<file path="src/rtl/adc_ctrl_defs.svh">
`ifndef ADC_CTRL_DEFS_SVH
`define ADC_CTRL_DEFS_SVH

// register indices as printed; the byte address is four times the index
`define IDX_RESULT_A 30'h5FFFEE0
`define IDX_RESULT_B 30'h5FFFEE2
`define IDX_RESULT_C 30'h5FFFEE4
`define IDX_RESULT_D 30'h5FFFEE6
`define IDX_CONTROL 30'h5FFFEF8

// control/status bit positions
`define BIT_DONE_FLAG 7
`define BIT_IRQ_ENABLE 6
`define BIT_START 5
`define BIT_SCAN 4
`define BIT_TIME_SEL 3
`define CHAN_MSB 2
`define CHAN_LSB 0

// reset values
`define CONTROL_RESET 8'h04
`define RESULT_RESET 16'h0000

// result layout: 10-bit value left-aligned in a 16-bit word
`define RESULT_SHIFT 6

// conversion lengths in system clock cycles
`define CONV_CYCLES_SLOW 8'hEC
`define CONV_CYCLES_FAST 8'h86

// bus responses
`define RESP_OKAY 2'h0
`define RESP_SLVERR 2'h2
`endif

</file>
<file path="src/rtl/adc_types_pkg.sv">
package adc_types_pkg;
  typedef enum logic [0:0] {SEQ_IDLE, SEQ_CONVERT} seq_state_t;
  typedef logic [2:0] channel_t;
endpackage

</file>
<file path="src/rtl/adc_control_status_result.sv">
// The AXI4-Lite slave port was left to the implementer.
`include "adc_ctrl_defs.svh"

module adc_control_status_result (
  input wire logic aclk,
  input wire logic aresetn,
  input wire logic [31:0] s_axi_awaddr,
  input wire logic s_axi_awvalid,
  output logic s_axi_awready,
  input wire logic [31:0] s_axi_wdata,
  input wire logic [3:0] s_axi_wstrb,
  input wire logic s_axi_wvalid,
  output logic s_axi_wready,
  output logic [1:0] s_axi_bresp,
  output logic s_axi_bvalid,
  input wire logic s_axi_bready,
  input wire logic [31:0] s_axi_araddr,
  input wire logic s_axi_arvalid,
  output logic s_axi_arready,
  output logic [31:0] s_axi_rdata,
  output logic [1:0] s_axi_rresp,
  output logic s_axi_rvalid,
  input wire logic s_axi_rready,
  input wire logic standby,
  input wire logic dma_access,
  input wire logic [9:0] sample_data,
  output logic sample_start,
  output logic [2:0] sample_channel,
  output logic conv_done_interrupt
);
  // write channel state
  logic aw_got;
  logic w_got;
  logic [29:0] wr_index;
  logic [31:0] wr_data;
  logic [3:0] wr_strb;
  logic next_awready;
  logic next_wready;
  logic next_aw_got;
  logic next_w_got;
  logic [29:0] next_wr_index;
  logic [31:0] next_wr_data;
  logic [3:0] next_wr_strb;
  logic next_bvalid;
  logic [1:0] next_bresp;
  logic write_fire;
  logic write_mapped;

  // read channel state
  logic next_arready;
  logic next_rvalid;
  logic [31:0] next_rdata;
  logic [1:0] next_rresp;
  logic read_fire;
  logic [29:0] rd_index;

  // control/status and sequencer state
  logic conv_done_flag;
  logic done_irq_enable;
  logic conv_start_bit;
  logic scan_mode;
  logic conv_time_select;
  adc_types_pkg::channel_t channel_select_field;
  logic flag_read_armed;
  adc_types_pkg::seq_state_t state;
  adc_types_pkg::channel_t cur_channel;
  logic next_flag;
  logic next_irq_enable;
  logic next_start;
  logic next_scan;
  logic next_time_sel;
  adc_types_pkg::channel_t next_channel_field;
  logic next_armed;
  adc_types_pkg::seq_state_t next_state;
  adc_types_pkg::channel_t next_cur_channel;
  logic next_sample_start;
  logic next_irq;
  logic timer_begin;
  logic timer_abort;
  logic timer_done;
  logic store_result;
  logic [7:0] control_byte;
  logic [63:0] results;
  logic ctrl_write;

  assign control_byte = {conv_done_flag, done_irq_enable, conv_start_bit, scan_mode,
                         conv_time_select, channel_select_field};

  // ---------------- write channel ----------------
  always_comb begin
    next_awready = 1'b0;
    next_wready = 1'b0;
    next_aw_got = aw_got;
    next_w_got = w_got;
    next_wr_index = wr_index;
    next_wr_data = wr_data;
    next_wr_strb = wr_strb;
    next_bvalid = s_axi_bvalid;
    next_bresp = s_axi_bresp;
    write_fire = aw_got && w_got && !s_axi_bvalid;
    write_mapped = (wr_index == `IDX_CONTROL) || (wr_index == `IDX_RESULT_A) ||
                   (wr_index == `IDX_RESULT_B) || (wr_index == `IDX_RESULT_C) ||
                   (wr_index == `IDX_RESULT_D);
    if (s_axi_awvalid && s_axi_awready) begin
      next_aw_got = 1'b1;
      next_wr_index = s_axi_awaddr[31:2];
    end
    if (s_axi_wvalid && s_axi_wready) begin
      next_w_got = 1'b1;
      next_wr_data = s_axi_wdata;
      next_wr_strb = s_axi_wstrb;
    end
    // ready is a single-cycle pulse so a held valid is never taken twice
    if (s_axi_awvalid && !s_axi_awready && !aw_got && !s_axi_bvalid) begin
      next_awready = 1'b1;
    end
    if (s_axi_wvalid && !s_axi_wready && !w_got && !s_axi_bvalid) begin
      next_wready = 1'b1;
    end
    if (write_fire) begin
      next_aw_got = 1'b0;
      next_w_got = 1'b0;
      next_bvalid = 1'b1;
      // result registers accept writes silently; only holes answer with an error
      next_bresp = write_mapped ? `RESP_OKAY : `RESP_SLVERR;
    end else if (s_axi_bvalid && s_axi_bready) begin
      next_bvalid = 1'b0;
    end
  end

  always_ff @(posedge aclk) begin
    if (!aresetn) begin
      s_axi_awready <= 1'b0;
      s_axi_wready <= 1'b0;
      aw_got <= 1'b0;
      w_got <= 1'b0;
      wr_index <= 30'h0000000;
      wr_data <= 32'h00000000;
      wr_strb <= 4'h0;
      s_axi_bvalid <= 1'b0;
      s_axi_bresp <= `RESP_OKAY;
    end else begin
      s_axi_awready <= next_awready;
      s_axi_wready <= next_wready;
      aw_got <= next_aw_got;
      w_got <= next_w_got;
      wr_index <= next_wr_index;
      wr_data <= next_wr_data;
      wr_strb <= next_wr_strb;
      s_axi_bvalid <= next_bvalid;
      s_axi_bresp <= next_bresp;
    end
  end

  // ---------------- read channel ----------------
  always_comb begin
    next_arready = 1'b0;
    next_rvalid = s_axi_rvalid;
    next_rdata = s_axi_rdata;
    next_rresp = s_axi_rresp;
    read_fire = s_axi_arvalid && s_axi_arready;
    rd_index = s_axi_araddr[31:2];
    if (s_axi_arvalid && !s_axi_arready && !s_axi_rvalid) begin
      next_arready = 1'b1;
    end
    if (read_fire) begin
      next_rvalid = 1'b1;
      next_rresp = `RESP_OKAY;
      // upper half and unused low bits read zero
      case (rd_index)
        `IDX_CONTROL: next_rdata = {24'h000000, control_byte};
        `IDX_RESULT_A: next_rdata = {16'h0000, results[15:0]};
        `IDX_RESULT_B: next_rdata = {16'h0000, results[31:16]};
        `IDX_RESULT_C: next_rdata = {16'h0000, results[47:32]};
        `IDX_RESULT_D: next_rdata = {16'h0000, results[63:48]};
        default: begin
          next_rdata = 32'h00000000;
          next_rresp = `RESP_SLVERR;
        end
      endcase
    end else if (s_axi_rvalid && s_axi_rready) begin
      next_rvalid = 1'b0;
    end
  end

  always_ff @(posedge aclk) begin
    if (!aresetn) begin
      s_axi_arready <= 1'b0;
      s_axi_rvalid <= 1'b0;
      s_axi_rdata <= 32'h00000000;
      s_axi_rresp <= `RESP_OKAY;
    end else begin
      s_axi_arready <= next_arready;
      s_axi_rvalid <= next_rvalid;
      s_axi_rdata <= next_rdata;
      s_axi_rresp <= next_rresp;
    end
  end

  // ---------------- control/status and sequencer ----------------
  always_comb begin
    next_flag = conv_done_flag;
    next_irq_enable = done_irq_enable;
    next_start = conv_start_bit;
    next_scan = scan_mode;
    next_time_sel = conv_time_select;
    next_channel_field = channel_select_field;
    next_armed = flag_read_armed;
    next_state = state;
    next_cur_channel = cur_channel;
    next_sample_start = 1'b0;
    timer_begin = 1'b0;
    timer_abort = 1'b0;
    store_result = 1'b0;
    ctrl_write = write_fire && (wr_index == `IDX_CONTROL) && wr_strb[0];

    // reading the flag as one arms the zero-write clear
    if (read_fire && (rd_index == `IDX_CONTROL) && conv_done_flag) begin
      next_armed = 1'b1;
    end
    if (ctrl_write) begin
      next_irq_enable = wr_data[`BIT_IRQ_ENABLE];
      next_start = wr_data[`BIT_START];
      next_scan = wr_data[`BIT_SCAN];
      next_time_sel = wr_data[`BIT_TIME_SEL];
      next_channel_field = wr_data[`CHAN_MSB:`CHAN_LSB];
      // zero clears only when armed, one is ignored
      if (!wr_data[`BIT_DONE_FLAG] && flag_read_armed) begin
        next_flag = 1'b0;
        next_armed = 1'b0;
      end
    end
    if (dma_access) begin
      next_flag = 1'b0;
      next_armed = 1'b0;
    end

    case (state)
      adc_types_pkg::SEQ_IDLE: begin
        if (conv_start_bit) begin
          timer_begin = 1'b1;
          next_sample_start = 1'b1;
          next_state = adc_types_pkg::SEQ_CONVERT;
          // single input or first input of the group
          if (scan_mode) begin
            next_cur_channel = {channel_select_field[2], 2'b00};
          end else begin
            next_cur_channel = channel_select_field;
          end
        end
      end
      adc_types_pkg::SEQ_CONVERT: begin
        if (!conv_start_bit) begin
          // clearing start stops the scan, even mid-conversion
          timer_abort = 1'b1;
          next_state = adc_types_pkg::SEQ_IDLE;
        end else if (timer_done) begin
          store_result = 1'b1;
          // mode decides start and flag handling
          if (!scan_mode) begin
            next_start = 1'b0;
            next_flag = 1'b1;
            next_state = adc_types_pkg::SEQ_IDLE;
          end else begin
            timer_begin = 1'b1;
            next_sample_start = 1'b1;
            if (cur_channel == channel_select_field) begin
              next_flag = 1'b1;
              next_cur_channel = {channel_select_field[2], 2'b00};
            end else begin
              next_cur_channel = 3'(cur_channel + 3'h1);
            end
          end
        end
      end
      default: begin
        next_state = adc_types_pkg::SEQ_IDLE;
      end
    endcase

    // standby returns the control bits, sequencer and results to reset; cur_channel and the bus channels keep their state
    if (standby) begin
      next_flag = 1'b0;
      next_irq_enable = 1'b0;
      next_start = 1'b0;
      next_scan = 1'b0;
      next_time_sel = 1'b0;
      next_channel_field = 3'h4;
      next_armed = 1'b0;
      next_state = adc_types_pkg::SEQ_IDLE;
      next_sample_start = 1'b0;
      timer_begin = 1'b0;
      timer_abort = 1'b1;
      store_result = 1'b0;
    end
    next_irq = next_flag && next_irq_enable;
  end

  always_ff @(posedge aclk) begin
    if (!aresetn) begin
      conv_done_flag <= 1'(`CONTROL_RESET >> `BIT_DONE_FLAG);
      done_irq_enable <= 1'b0;
      conv_start_bit <= 1'b0;
      scan_mode <= 1'b0;
      conv_time_select <= 1'b0;
      channel_select_field <= 3'h4;
      flag_read_armed <= 1'b0;
      state <= adc_types_pkg::SEQ_IDLE;
      cur_channel <= 3'h0;
      sample_start <= 1'b0;
      sample_channel <= 3'h0;
      conv_done_interrupt <= 1'b0;
    end else begin
      conv_done_flag <= next_flag;
      done_irq_enable <= next_irq_enable;
      conv_start_bit <= next_start;
      scan_mode <= next_scan;
      conv_time_select <= next_time_sel;
      channel_select_field <= next_channel_field;
      flag_read_armed <= next_armed;
      state <= next_state;
      cur_channel <= next_cur_channel;
      sample_start <= next_sample_start;
      sample_channel <= next_cur_channel;
      conv_done_interrupt <= next_irq;
    end
  end

  conversion_timer u_timer (
    .aclk(aclk),
    .aresetn(aresetn),
    .begin_conv(timer_begin),
    .abort(timer_abort),
    .fast_sel(conv_time_select),
    .done(timer_done)
  );

  // channel n lands in result register n modulo four
  result_store #(
    .RESULTS(4)
  ) u_results (
    .aclk(aclk),
    .aresetn(aresetn),
    .clear(standby),
    .store(store_result),
    .store_index(cur_channel[1:0]),
    .store_value(sample_data),
    .results(results)
  );
endmodule

</file>
<file path="src/rtl/conversion_timer.sv">
`include "adc_ctrl_defs.svh"

module conversion_timer (
  input wire logic aclk,
  input wire logic aresetn,
  input wire logic begin_conv,
  input wire logic abort,
  input wire logic fast_sel,
  output logic done
);
  logic [7:0] count;
  logic busy;
  logic [7:0] next_count;
  logic next_busy;
  logic next_done;

  always_comb begin
    next_count = count;
    next_busy = busy;
    next_done = 1'b0;
    if (abort) begin
      next_count = 8'h00;
      next_busy = 1'b0;
    end else if (begin_conv) begin
      next_count = (fast_sel ? `CONV_CYCLES_FAST : `CONV_CYCLES_SLOW) - 8'h01;
      next_busy = 1'b1;
    end else if (busy) begin
      if (count == 8'h00) begin
        next_busy = 1'b0;
        next_done = 1'b1;
      end else begin
        next_count = count - 8'h01;
      end
    end
  end

  always_ff @(posedge aclk) begin
    if (!aresetn) begin
      count <= 8'h00;
      busy <= 1'b0;
      done <= 1'b0;
    end else begin
      count <= next_count;
      busy <= next_busy;
      done <= next_done;
    end
  end
endmodule

</file>
<file path="src/rtl/result_store.sv">
`include "adc_ctrl_defs.svh"

module result_store #(
  parameter int RESULTS = 4
) (
  input wire logic aclk,
  input wire logic aresetn,
  input wire logic clear,
  input wire logic store,
  input wire logic [1:0] store_index,
  input wire logic [9:0] store_value,
  output logic [RESULTS*16-1:0] results
);
  genvar i;
  generate
    for (i = 0; i < RESULTS; i = i + 1) begin : g_res
      // each word has its own flop; the output vector is only wired from them
      logic [15:0] word;
      logic [15:0] next_word;
      always_comb begin
        next_word = word;
        if (clear) begin
          next_word = `RESULT_RESET;
        end else if (store && (store_index == 2'(i))) begin
          // upper eight bits high; low two at 7,6, rest zero
          next_word = {store_value, 6'h00};
        end
      end
      always_ff @(posedge aclk) begin
        if (!aresetn) begin
          word <= `RESULT_RESET;
        end else begin
          word <= next_word;
        end
      end
      assign results[i*16 +: 16] = word;
    end
  endgenerate
endmodule

</file>
<file path="config.mk">
export PLATFORM = sky130hd
export DESIGN_NAME = adc_control_status_result
export DESIGN_NICKNAME = d
export VERILOG_FILES = /design/src/rtl/adc_types_pkg.sv /design/src/rtl/adc_control_status_result.sv /design/src/rtl/conversion_timer.sv /design/src/rtl/result_store.sv
export VERILOG_INCLUDE_DIRS = /design/src /design/src/rtl
export SDC_FILE = /design/constraint.sdc
export NUM_CORES = 1
export LEC_CHECK = 0
export BUFFER_PORTS_ARGS = -buffer_cell sky130_fd_sc_hd__clkbuf_2
export CORE_UTILIZATION = 55
export CTS_CLUSTER_SIZE = 25
export DETAILED_ROUTE_END_ITERATION = 8
export GPL_ROUTABILITY_DRIVEN = 0
export PLACE_DENSITY_LB_ADDON = 0.25
export SLEW_MARGIN = 10
export SYNTH_ARGS = -nofsm -noshare
export SYNTH_HDL_FRONTEND = slang
export SYNTH_SLANG_ARGS = --single-unit
</file>
<file path="constraint.sdc">
create_clock -name aclk -period 4.9 [get_ports aclk]
set_input_delay 1.225 -clock aclk [delete_from_list [all_inputs] [get_ports aclk]]
set_output_delay 1.225 -clock aclk [all_outputs]
set_load 0.05 [all_outputs]
</file>
==> impl_metrics.csv, run 1 <==
group,metric,value,unit
run_status,status,"completed",
critical_path,r2r_setup_slack,2.27,ns
clocking,path_clk_slew,0.06,ns
die,io_pins,165,
layout,drive_gt1_share,21.8,%
route,drt_iter0_markers,303,
pwr,power_frac_clock,52.9,%
global_route,grt_first_pass_wirelength,21.7,mm
layout,areaGrowthSynthToFinish,21.3,%
worst_hold_path,min_path_type,"flip-flop to flip-flop",
global_route,grt_pass1_vias,4727,
synth,synthDominantAreaCellType,"dfxtp_1",
synth,synth_area_leaders,"dfxtp_1 46%, nand2_1 11%, a21boi_1 4.9%, a21oi_1 4.1%, nand3_1 4.1%",
synth,synth.ff_latch_count,129,
timing,rsz0062_at_grt,"false",
critical_path,cp.required,5.31,ns
worst_hold_path,hold_depth,2,
route,via_per_inst,5.62,
timing,finalMaxSlewViolations,0,
job,max-cap-violations,0,
die,core,9820,sq um
critical_path,arrival,3.03,ns
worst_hold_path,hold_path_end,"wr_index[25]",
clocking,clock_path_buffers,2,
synth,postSynth.asyncResetShare,0,%
clocking,h-tree-depth,4,
synth,synth_ff_type,"dfxtp_1",
pwr,p_int,2.00,mW
timing,worst_clock_skew,0.0105,ns
pwr,vdd_drop_max,0.239,mV
layout,nNetsFinal,887,
pwr,swShare,22.8,%
critical_path,worstReg2RegStart,"wr_index[27]",
timing,fin_crit_sh,53.6,%
timing,worstMarginPinSlew,1.11,ns
critical_path,max_stage_delay,0.74,ns
timing,setup_tns,0,ns
die,rows,36,
synth,netlist_area,5620,sq um
synth,syn_area_per_cell,8.48,sq um
timing,finalCriticalPeriod,2.63,ns
critical_path,r2r_end,"conv_start_bit",
die,die_y,103,um
clocking,cts_setup_buffers,0,
synth,ys_seq_area_share,45.9,%
synth,synthDistinctLibCells,62,
clocking,numCtsBuffers,17,
place,io_buffers,115,
route,drcViolationCount,0,
critical_path,critPathMaxFanout,9,
clocking,ctsResizeCount,0,
critical_path,cp_slowest_cell,"nor3_2",
clocking,clkLatencyLatePin,0.52,ns
place,dp_hpwl,9.63,mm
route,ant_nets,0,
pwr,p_leak,2.62,nW
synth,synth_edf_count,0,
synth,synth_top_area_share,45.9,%
synth,synthCells,663,
synth,yosysWarnings,0,
global_route,grt_max_degree,46,
die,die-area,10600,sq um
critical_path,crit_chain,"or4b_1, or4_4, nor3_2, mux2_4",
synth,yosysMostFrequentCell,"nand2_1",
global_route,overflow,0,
critical_path,end_kind,"flip-flop",
timing,fmax,0.380,GHz
timing,hold-worst-slack,0.446,ns
timing,relSlewSlack,25.9,%
route,wl_per_cell,15.1,um
global_route,antenna_found_initial,0,
pwr,p_sw,0.590,mW
die,start_util,57.2,%
clocking,clock_sinks,129,
clocking,cts_hold_buf,0,
clocking,cts_tree,"yes",
clocking,root_buffer,"clkbuf_8",
route,vias,5106,
critical_path,worstSetupPathType,"flip-flop to flip-flop",
die,die_w,103,um
pwr,p_per_area,379,nW/um^2
global_route,track_usage,26.8,%
critical_path,reg2reg_depth,4,
worst_hold_path,worstHoldStart,"wr_index[25]",
synth,ys_top_cells_by_count,"172 x nand2_1, 129 x dfxtp_1, 46 x a21oi_1, 46 x nand3_1, 37 x a21boi_1",
pwr,combPwrFrac,5.7,%
timing,finalSetupViolCount,0,
layout,num_antenna_cells,0,
route,first_pass_iters,5,
timing,hold_violations,0,
critical_path,start_kind,"flip-flop",
route,wl,13.8,mm
layout,fin_util,69.5,%
pwr,power_frac_seq,41.4,%
cells by family after synthesis:
group                    count (synthesis)  share of synthesized area, %
AND/OR/NAND/NOR                        300                          25.0
AO/OA/AOI/OAI                          138                          15.6
flip-flops                             129                          45.9
buffers and inverters                   62                          5.48
multiplexers                            22                          5.85
XOR/XNOR                                 6                         0.935
adder cells (fa/ha/maj)                  5                          1.11
other                                    1                        0.0667
worst max-delay path by stage:
stage	startpoint	endpoint	slack [ns]
2_1_floorplan	standby	u_timer.count[6]	2.06
3_3_place_gp	standby	u_timer.count[4]	1.88
3_5_place_dp	standby	u_timer.count[6]	1.85
4_1_cts	wr_index[27]	conv_start_bit	2.26
5_1_grt	wr_index[27]	conv_start_bit	2.18
6_report	wr_index[27]	conv_start_bit	2.27
power by group through the flow:
stage	Clock [mW]	Sequential (mW)	Combinational, mW
after floorplan	0	1.10	0.0960
final	1.37	1.07	0.148
after global routing	1.42	1.07	0.160
after CTS	1.37	1.07	0.148
after global placement	0	1.09	0.144
after detailed placement	0	1.09	0.147
layout by cell type, fill, tap and decap left out, drive strengths merged, types with 2 or more instances in the layout:
master / synthesis / routed
nand2: 172 / 172
clkbuf: 35 / 132
dfxtp: 129 / 129
a21oi: 46 / 46
nand3: 46 / 46
a21boi: 41 / 41
o21ai: 24 / 24
nor2: 18 / 18
conb: 1 / 18
mux2i: 10 / 10
inv: 6 / 10
nand2b: 8 / 8
mux4: 8 / 8
nor3: 8 / 8
nand4: 8 / 8
xor2: 5 / 5
nand4b: 5 / 5
ha: 5 / 5
bufinv: 0 / 5
buf: 21 / 5
or4: 5 / 5
nor2b: 4 / 4
nor4: 4 / 4
o31ai: 4 / 4
clkinv: 0 / 4
mux2: 4 / 4
nor3b: 3 / 3
o211ai: 3 / 3
nor4b: 3 / 3
and2: 3 / 3
o31a: 3 / 3
or3: 3 / 3
a21o: 2 / 2
nor4bb: 2 / 2
o21bai: 2 / 2
or2: 2 / 2
a32oi: 2 / 2
a221oi: 2 / 2
state kept, by name, summed over array words and instances (netlist names), 3 cells and up:
signal and flops:
channel_select_field 3, cur_channel 3, s_axi_rdata 16, u_results.g_res.word 40, u_timer.count 8, wr_data 8
wr_index 30
routing by layer:
metal	global-route usage [%]	up-vias	routed length, um
met5	0	-	0
met4	9.86	0	144
met3	6.31	19	871
met2	46.7	220	6930
met1	32.4	2393	5810
li1	-	2474	-
worst max-delay path, delay by kind of cell (launching register included):
family / cells / cell delay (ns)
flip-flops: 1 / 0.31
multiplexers: 1 / 0.35
AND/OR/NAND/NOR: 3 / 1.84
cell type report:
class	instances	area, sq um
fill	810	3000
multi-input combinational	489	2790
sequential	129	2580
timing repair buffer	120	613
clock buffer	17	414
clock inverter	14	228
tap	133	166
inverter	6	22.5
metrics by stage:
step | instances | power [mW] | worst slack, ns | area [sq um]
after detailed placement | 877 | 1.24 | 1.85 | 6180
after global routing | 908 | 2.65 | 2.18 | 6820
after global placement | 877 | 1.24 | 1.88 | 6180
after floorplan | 680 | 1.20 | 2.06 | 5680
after CTS | 908 | 2.59 | 2.26 | 6820
final | 908 | 2.59 | 2.27 | 6820
No activity file was read; power rests on OpenSTA's default activity.
==> run 2, diff against run 1 <==
Settings changed: ABC_AREA set to 1, CORE_UTILIZATION 55 to 52.
Clock period 4.9 ns to 2.65 ns, I/O delays scaled along.
==> run 2 against run 1 <==
Register-to-register slack lost 1.6 ns. Combinational power grew 110%. Final cell count grew 18%. Via count grew 8.8%. Critical path type is now flip-flop to output port. Sequential power grew 87%. First-iteration DRC count shrank 11%. Die area grew 9.9%. Sequential cell count is the same. Wire length grew 1.9%. Non-clock buffer count grew 3. Count of clock-buffer cells in the layout is the same.
==> impl_metrics.csv, run 2 <==
group,metric,value,unit
run_status,status,"completed",
job,max-cap-violations,0,
layout,register_area,2580,sq um
layout,nNetsFinal,1046,
critical_path,end_kind,"output port",
place,io_buffers,115,
layout,regMostFlops,"u_results.g_res.word",
critical_path,start_kind,"flip-flop",
synth,synthDistinctLibCells,43,
layout,final_common_cell,"nor2_1",
place,placed_area,6440,sq um
clocking,root_buffer,"clkbuf_8",
layout,num_antenna_cells,0,
pwr,combPwrFrac,6.6,%
synth,syn_area_per_cell,7.23,sq um
route,wl,14.0,mm
route,wl_per_cell,13.0,um
global_route,grt_max_degree,47,
critical_path,path_delay_family,"flip-flops",
pwr,power_frac_seq,42.9,%
critical_path,crit_chain,"clkbuf_2",
global_route,use_met2,42.8,%
global_route,grt_pass1_vias,5091,
global_route,track_usage,25.4,%
synth,synth_ff_type,"dfxtp_1",
critical_path,max_stage_delay,0.43,ns
layout,areaGrowthSynthToFinish,20.5,%
synth,synth.ff_latch_count,129,
pwr,power_frac_clock,50.5,%
layout,largest_reg_flops,40,
die,rows,38,
pwr,swShare,25.9,%
place,dp_cells,1043,
critical_path,critPathBufInv,1,
layout,drive_gt1_share,19.8,%
timing,finalCriticalPeriod,1.94,ns
timing,hold_violations,0,
layout,layoutNonFillerInstCount,1075,
timing,setup_tns,0,ns
global_route,met3_usage,5.18,%
timing,worst_clock_skew,0.00915,ns
pwr,p_int,3.46,mW
clocking,clkLatencyLatePin,0.52,ns
synth,postSynth.asyncResetShare,0,%
timing,relSlewSlack,49.2,%
layout,fill_cells,1032,
synth,yosysWarnings,0,
clocking,cts_setup_buffers,0,
synth,synthDominantAreaCellType,"dfxtp_1",
timing,rsz0062_at_grt,"false",
clocking,clock_sinks,129,
timing,fmax,0.515,GHz
pwr,vdd_drop_max,0.430,mV
synth,synthCells,809,
critical_path,worstSetupPathType,"flip-flop to output port",
clocking,path_clk_slew,0.06,ns
route,via_per_inst,5.17,
timing,finalMaxSlewViolations,0,
synth,synth_edf_count,0,
global_route,overflow,0,
layout,layout_common_cells,"147 x nor2_1, 129 x dfxtp_1, 121 x nand2_1",
timing,hold-worst-slack,0.362,ns
global_route,grt_busiest_layer,"met2",
critical_path,cp.required,1.99,ns
worst_hold_path,min_path_type,"primary input to flip-flop",
global_route,globalRouteMet1Util,31.6,%
clocking,clock_path_buffers,2,
pwr,p_leak,3.00,nW
critical_path,arrival,1.28,ns
layout,multiInputGateArea,2780,sq um
layout,fin_area,7040,sq um
critical_path,cp_slowest_cell,"dfxtp_1",
die,core,10900,sq um
place,dp_hpwl,9.69,mm
die,die-area,11700,sq um
die,die_w,108,um
synth,netlist_area,5850,sq um
route,first_pass_iters,6,
clocking,cts_hold_buf,0,
synth,ys_seq_area_share,44.2,%
route,vias,5555,
global_route,grt_first_pass_wirelength,23.3,mm
timing,fin_crit_sh,73.2,%
timing,worstMarginPinSlew,0.755,ns
pwr,p_per_area,663,nW/um^2
die,io_pins,165,
die,start_util,53.7,%
clocking,h-tree-depth,4,
die,die_y,108,um
synth,synth_top_area_share,44.2,%
global_route,antenna_found_initial,0,
layout,top_regs,"u_results.g_res.word: 40 flops, wr_index: 30 flops, s_axi_rdata: 16 flops",
pwr,p_sw,1.21,mW
clocking,numCtsBuffers,17,
clocking,ctsResizeCount,0,
route,drt_iter0_markers,269,
clocking,cts_tree,"yes",
route,ant_nets,0,
synth,ys_top_cells_by_count,"147 x nor2_1, 129 x dfxtp_1, 121 x nand2_1",
synth,yosysMostFrequentCell,"nor2_1",
route,drcViolationCount,0,
timing,finalSetupViolCount,0,
synth,synth_area_leaders,"dfxtp_1 44%, nor2_1 9.4%, nand2_1 7.8%, o21ai_0 7.7%, a21oi_1 5.4%",
critical_path,critPathMaxFanout,5,
==> run 2: changes by cell type after synthesis, sizes merged, moves of 6 or more <==
cell	previous run	this run
buf	21	27
nand2b	8	0
clkbuf	35	19
nor2	18	157
o21ai	24	100
mux2i	10	0
nand4	8	20
inv	6	67
a21boi	41	1
a21oi	46	65
nand2	172	126
mux4	8	0
==> run 2: final timing paths <==
kind	start	end	slack (ns)	cells after the start
setup reg to reg	scan_mode	u_timer.count[4]	0.72	12
hold reg to reg	s_axi_arready	s_axi_arready	0.45	1
setup / recovery	cur_channel[1]	sample_channel[1]	0.71	1
hold / removal	s_axi_wvalid	s_axi_wready	0.36	3
==> run 2: layout make-up <==
type	count	area share [%]
multi-input combinational	581	39.5
sequential	129	36.7
timing repair buffer	123	9.02
clock buffer	17	5.88
inverter	70	3.73
clock inverter	15	2.75
tap	140	2.49
==> run 2: per-stage QoR <==
stage / total power [mW] / worst slack, ns / utilization (%)
floorplan: 2.26 / 0.745 / -
global placement: 2.35 / 0.432 / 59.1
detailed placement: 2.35 / 0.420 / 59.1
CTS: 4.69 / 0.694 / 64.7
global route: 4.81 / 0.501 / 64.7
finish: 4.67 / 0.710 / 64.7
==> run 2: power groups by stage <==
stage | logic, mW | clock network, mW | registers (mW)
2_1_floorplan | 0.202 | 0 | 2.06
3_3_place_gp | 0.304 | 0 | 2.04
3_5_place_dp | 0.307 | 0 | 2.04
4_1_cts | 0.308 | 2.38 | 2.00
5_1_grt | 0.341 | 2.46 | 2.01
6_report | 0.308 | 2.36 | 2.00
==> run 2: routing by layer <==
| metal | up-vias | wire (um) | part of all wire [%] |
|---|---|---|---|
| li1 | 2859 | - | - |
| met1 | 2492 | 6210 | 44 |
| met2 | 179 | 6660 | 48 |
| met3 | 25 | 909 | 6.5 |
| met4 | 0 | 240 | 1.7 |
| met5 | - | 0 | 0 |
==> run 2: kinds of logic (layout without fill, tap and decap cells) <==
logic type      count (synthesis)  after routing  share of synthesized area, %
buf+inv                       116            225                          9.39
xor+xnor                        3              3                         0.449
flops                         129            129                          44.2
other cells                     1             18                        0.0641
fa+ha+maj                       5              5                          1.07
compound gates                181            181                          16.5
simple gates                  374            374                          28.4
==> run 3, diff against run 2 <==
Settings changed: ABC_AREA 1 to 0.
Clock period 2.65 ns to 2 ns, I/O delays scaled along.
==> run 3 against run 2 <==
The flow now finishes with violations (negative setup slack). Utilization grew 2.6 points. First-iteration DRC count grew 19%. Critical path depth grew 4. Clock skew is essentially flat. Global-route usage grew 0.16 points. Highest routed layer unchanged.
==> impl_metrics.csv, run 3 (same netlist as run 1, synthesis figures left out) <==
group,metric,value,unit
run_status,status,"finished, violations left",
run_status,failed_checks,"negative setup slack",
timing,fin_ws,-0.00846,ns
place,dp_hpwl,9.85,mm
route,wl_per_cell,14.8,um
layout,layout_common_cells,"172 x nand2_1, 126 x dfxtp_1, 115 x clkbuf_2",
timing,worstMarginPinSlew,0.553,ns
layout,fill_cells,841,
global_route,grt_pass1_vias,4884,
clocking,numCtsBuffers,17,
critical_path,critPathBufInv,1,
critical_path,reg2reg_depth,5,
timing,fmax,0.498,GHz
route,wl,13.9,mm
global_route,grt_max_degree,42,
critical_path,path_delay_family,"simple AND/OR/NAND/NOR gates",
timing,rsz0062_at_grt,"true",
layout,multiInputGateArea,2810,sq um
layout,layoutNonFillerInstCount,940,
place,place_ws,-0.190,ns
critical_path,max_stage_delay,0.52,ns
layout,largest_reg_flops,40,
layout,top_regs,"u_results.g_res.word: 40 flops, wr_index: 30 flops, s_axi_rdata: 16 flops",
layout,register_area,2590,sq um
pwr,p_per_area,852,nW/um^2
layout,regMostFlops,"u_results.g_res.word",
timing,relSlewSlack,62.9,%
route,drcViolationCount,0,
critical_path,crit_chain,"or4b_1, or4_4, nor3_4, buf_4, mux2i_1",
critical_path,worstReg2RegStart,"wr_index[27]",
critical_path,cp_slowest_cell,"or4b_1",
timing,finalMaxSlewViolations,0,
critical_path,end_kind,"flip-flop",
timing,fin_crit_sh,100,%
global_route,antenna_found_initial,0,
route,drt_iter0_markers,320,
layout,drive_gt1_share,25.2,%
pwr,power_frac_seq,43.9,%
critical_path,crit_start,"wr_index[27]",
critical_path,arrival,2.45,ns
worst_hold_path,min_path_type,"primary input to flip-flop",
place,io_buffers,115,
critical_path,critPathMaxFanout,4,
pwr,p_leak,2.74,nW
clocking,clkLatencyLatePin,0.52,ns
clocking,h-tree-depth,4,
clocking,cts_tree,"yes",
layout,num_antenna_cells,0,
clocking,clock_sinks,129,
critical_path,cp.depth,5,
die,core,10400,sq um
layout,final_common_cell,"nand2_1",
critical_path,r2r_end,"channel_select_field[0]",
timing,worst_clock_skew,0.00896,ns
clocking,clock_path_buffers,2,
job,max-cap-violations,0,
pwr,swShare,24.2,%
pwr,p_int,4.53,mW
timing,finalSetupViolCount,1,
route,vias,5163,
global_route,track_usage,25.6,%
global_route,grt_first_pass_wirelength,22.7,mm
timing,finalCriticalPeriod,2.01,ns
pwr,p_sw,1.45,mW
route,via_per_inst,5.49,
pwr,power_frac_clock,49.6,%
die,die_w,106,um
critical_path,worstSetupPathType,"flip-flop to flip-flop",
route,first_pass_iters,5,
clocking,path_clk_slew,0.06,ns
route,ant_nets,0,
die,start_util,54.0,%
die,die-area,11200,sq um
pwr,vdd_drop_max,0.494,mV
timing,hold_violations,0,
critical_path,cp.required,2.44,ns
layout,areaGrowthSynthToFinish,24.8,%
global_route,overflow,0,
pwr,combPwrFrac,6.5,%
die,io_pins,165,
layout,nNetsFinal,915,
clocking,root_buffer,"clkbuf_8",
place,dp_cells,906,
die,rows,37,
critical_path,start_kind,"flip-flop",
die,die_y,106,um
clocking,cts_hold_buf,0,
critical_path,endpoint,"channel_select_field[0]",
critical_path,r2r_setup_slack,-0.008,ns
[run 3: cell count changes in the layout (fill, tap and decap cells not counted), sizes merged, moves of 25 or more]
| cell | delta |
|---|---|
| nor2 | -139 |
| o21ai | -76 |
| inv | -66 |
| nand2 | +46 |
| a21boi | +40 |
| buf | +25 |
[run 3: worst reg2reg max path, stage by stage, from the launching register on]
cell and delay (ns):
dfxtp_2 0.32, or4b_1 0.52, or4_4 0.47, nor3_4 0.24
buf_4 0.19, mux2i_1 0.20
[run 3: layout make-up]
| class | instances | share of cell area, % |
|---|---|---|
| clock inverter | 14 | 2.23 |
| sequential | 129 | 36.9 |
| timing repair buffer | 148 | 12.1 |
| inverter | 6 | 0.321 |
| tap | 136 | 2.43 |
| clock buffer | 18 | 5.96 |
| multi-input combinational | 489 | 40.1 |
[run 3: power groups by stage]
stage / Clock, mW / Combinational (mW) / Sequential [mW]
after floorplan: 0 / 0.235 / 2.69
after CTS: 3.00 / 0.383 / 2.62
after global routing: 3.13 / 0.416 / 2.63
final: 2.97 / 0.385 / 2.62
after detailed placement: 0 / 0.380 / 2.68
after global placement: 0 / 0.374 / 2.68
[run 3: timing repair]
item,in CTS,in global routing
setup endpoints to repair,9,12
pin swaps,0,1
resized for setup,2,5
hold endpoints to repair,0,0
setup buffers,0,2
[run 3: routing by layer]
metal	up-vias	track usage (%)	wire, um	share of wire, %
li1	2535	-	-	-
met2	212	44.1	6920	50
met5	-	0	0	0
met1	2395	31.6	5940	43
met3	21	5.09	803	5.8
met4	0	9.42	201	1.4
[run 3: how the worst min path moves through the flow]
stage / slack (ns) / from / depth (start not counted) / to
after floorplan: 0.42 / aw_got / 1 / s_axi_awready
after global placement: 0.43 / s_axi_rdata[13] / 2 / s_axi_rdata[13]
after detailed placement: 0.44 / s_axi_rvalid / 1 / s_axi_arready
after CTS: 0.18 / s_axi_awaddr[21] / 3 / wr_index[19]
after global routing: 0.19 / s_axi_awaddr[21] / 3 / wr_index[19]
final: 0.20 / s_axi_awaddr[21] / 3 / wr_index[19]
[run 3: per-stage QoR]
stage | area (sq um) | setup TNS [ns] | total power [mW] | hold WS (ns) | utilization, %
detailed placement | 6400 | -0.502 | 3.06 | 0.440 | 61.5
global placement | 6400 | -0.224 | 3.05 | 0.433 | 61.5
global route | 7010 | -0.540 | 6.17 | 0.185 | 67.3
CTS | 6990 | -0.0143 | 6.00 | 0.183 | 67.1
floorplan | 5690 | -0.0995 | 2.93 | 0.416 | -
finish | 7010 | -0.00846 | 5.97 | 0.199 | 67.3
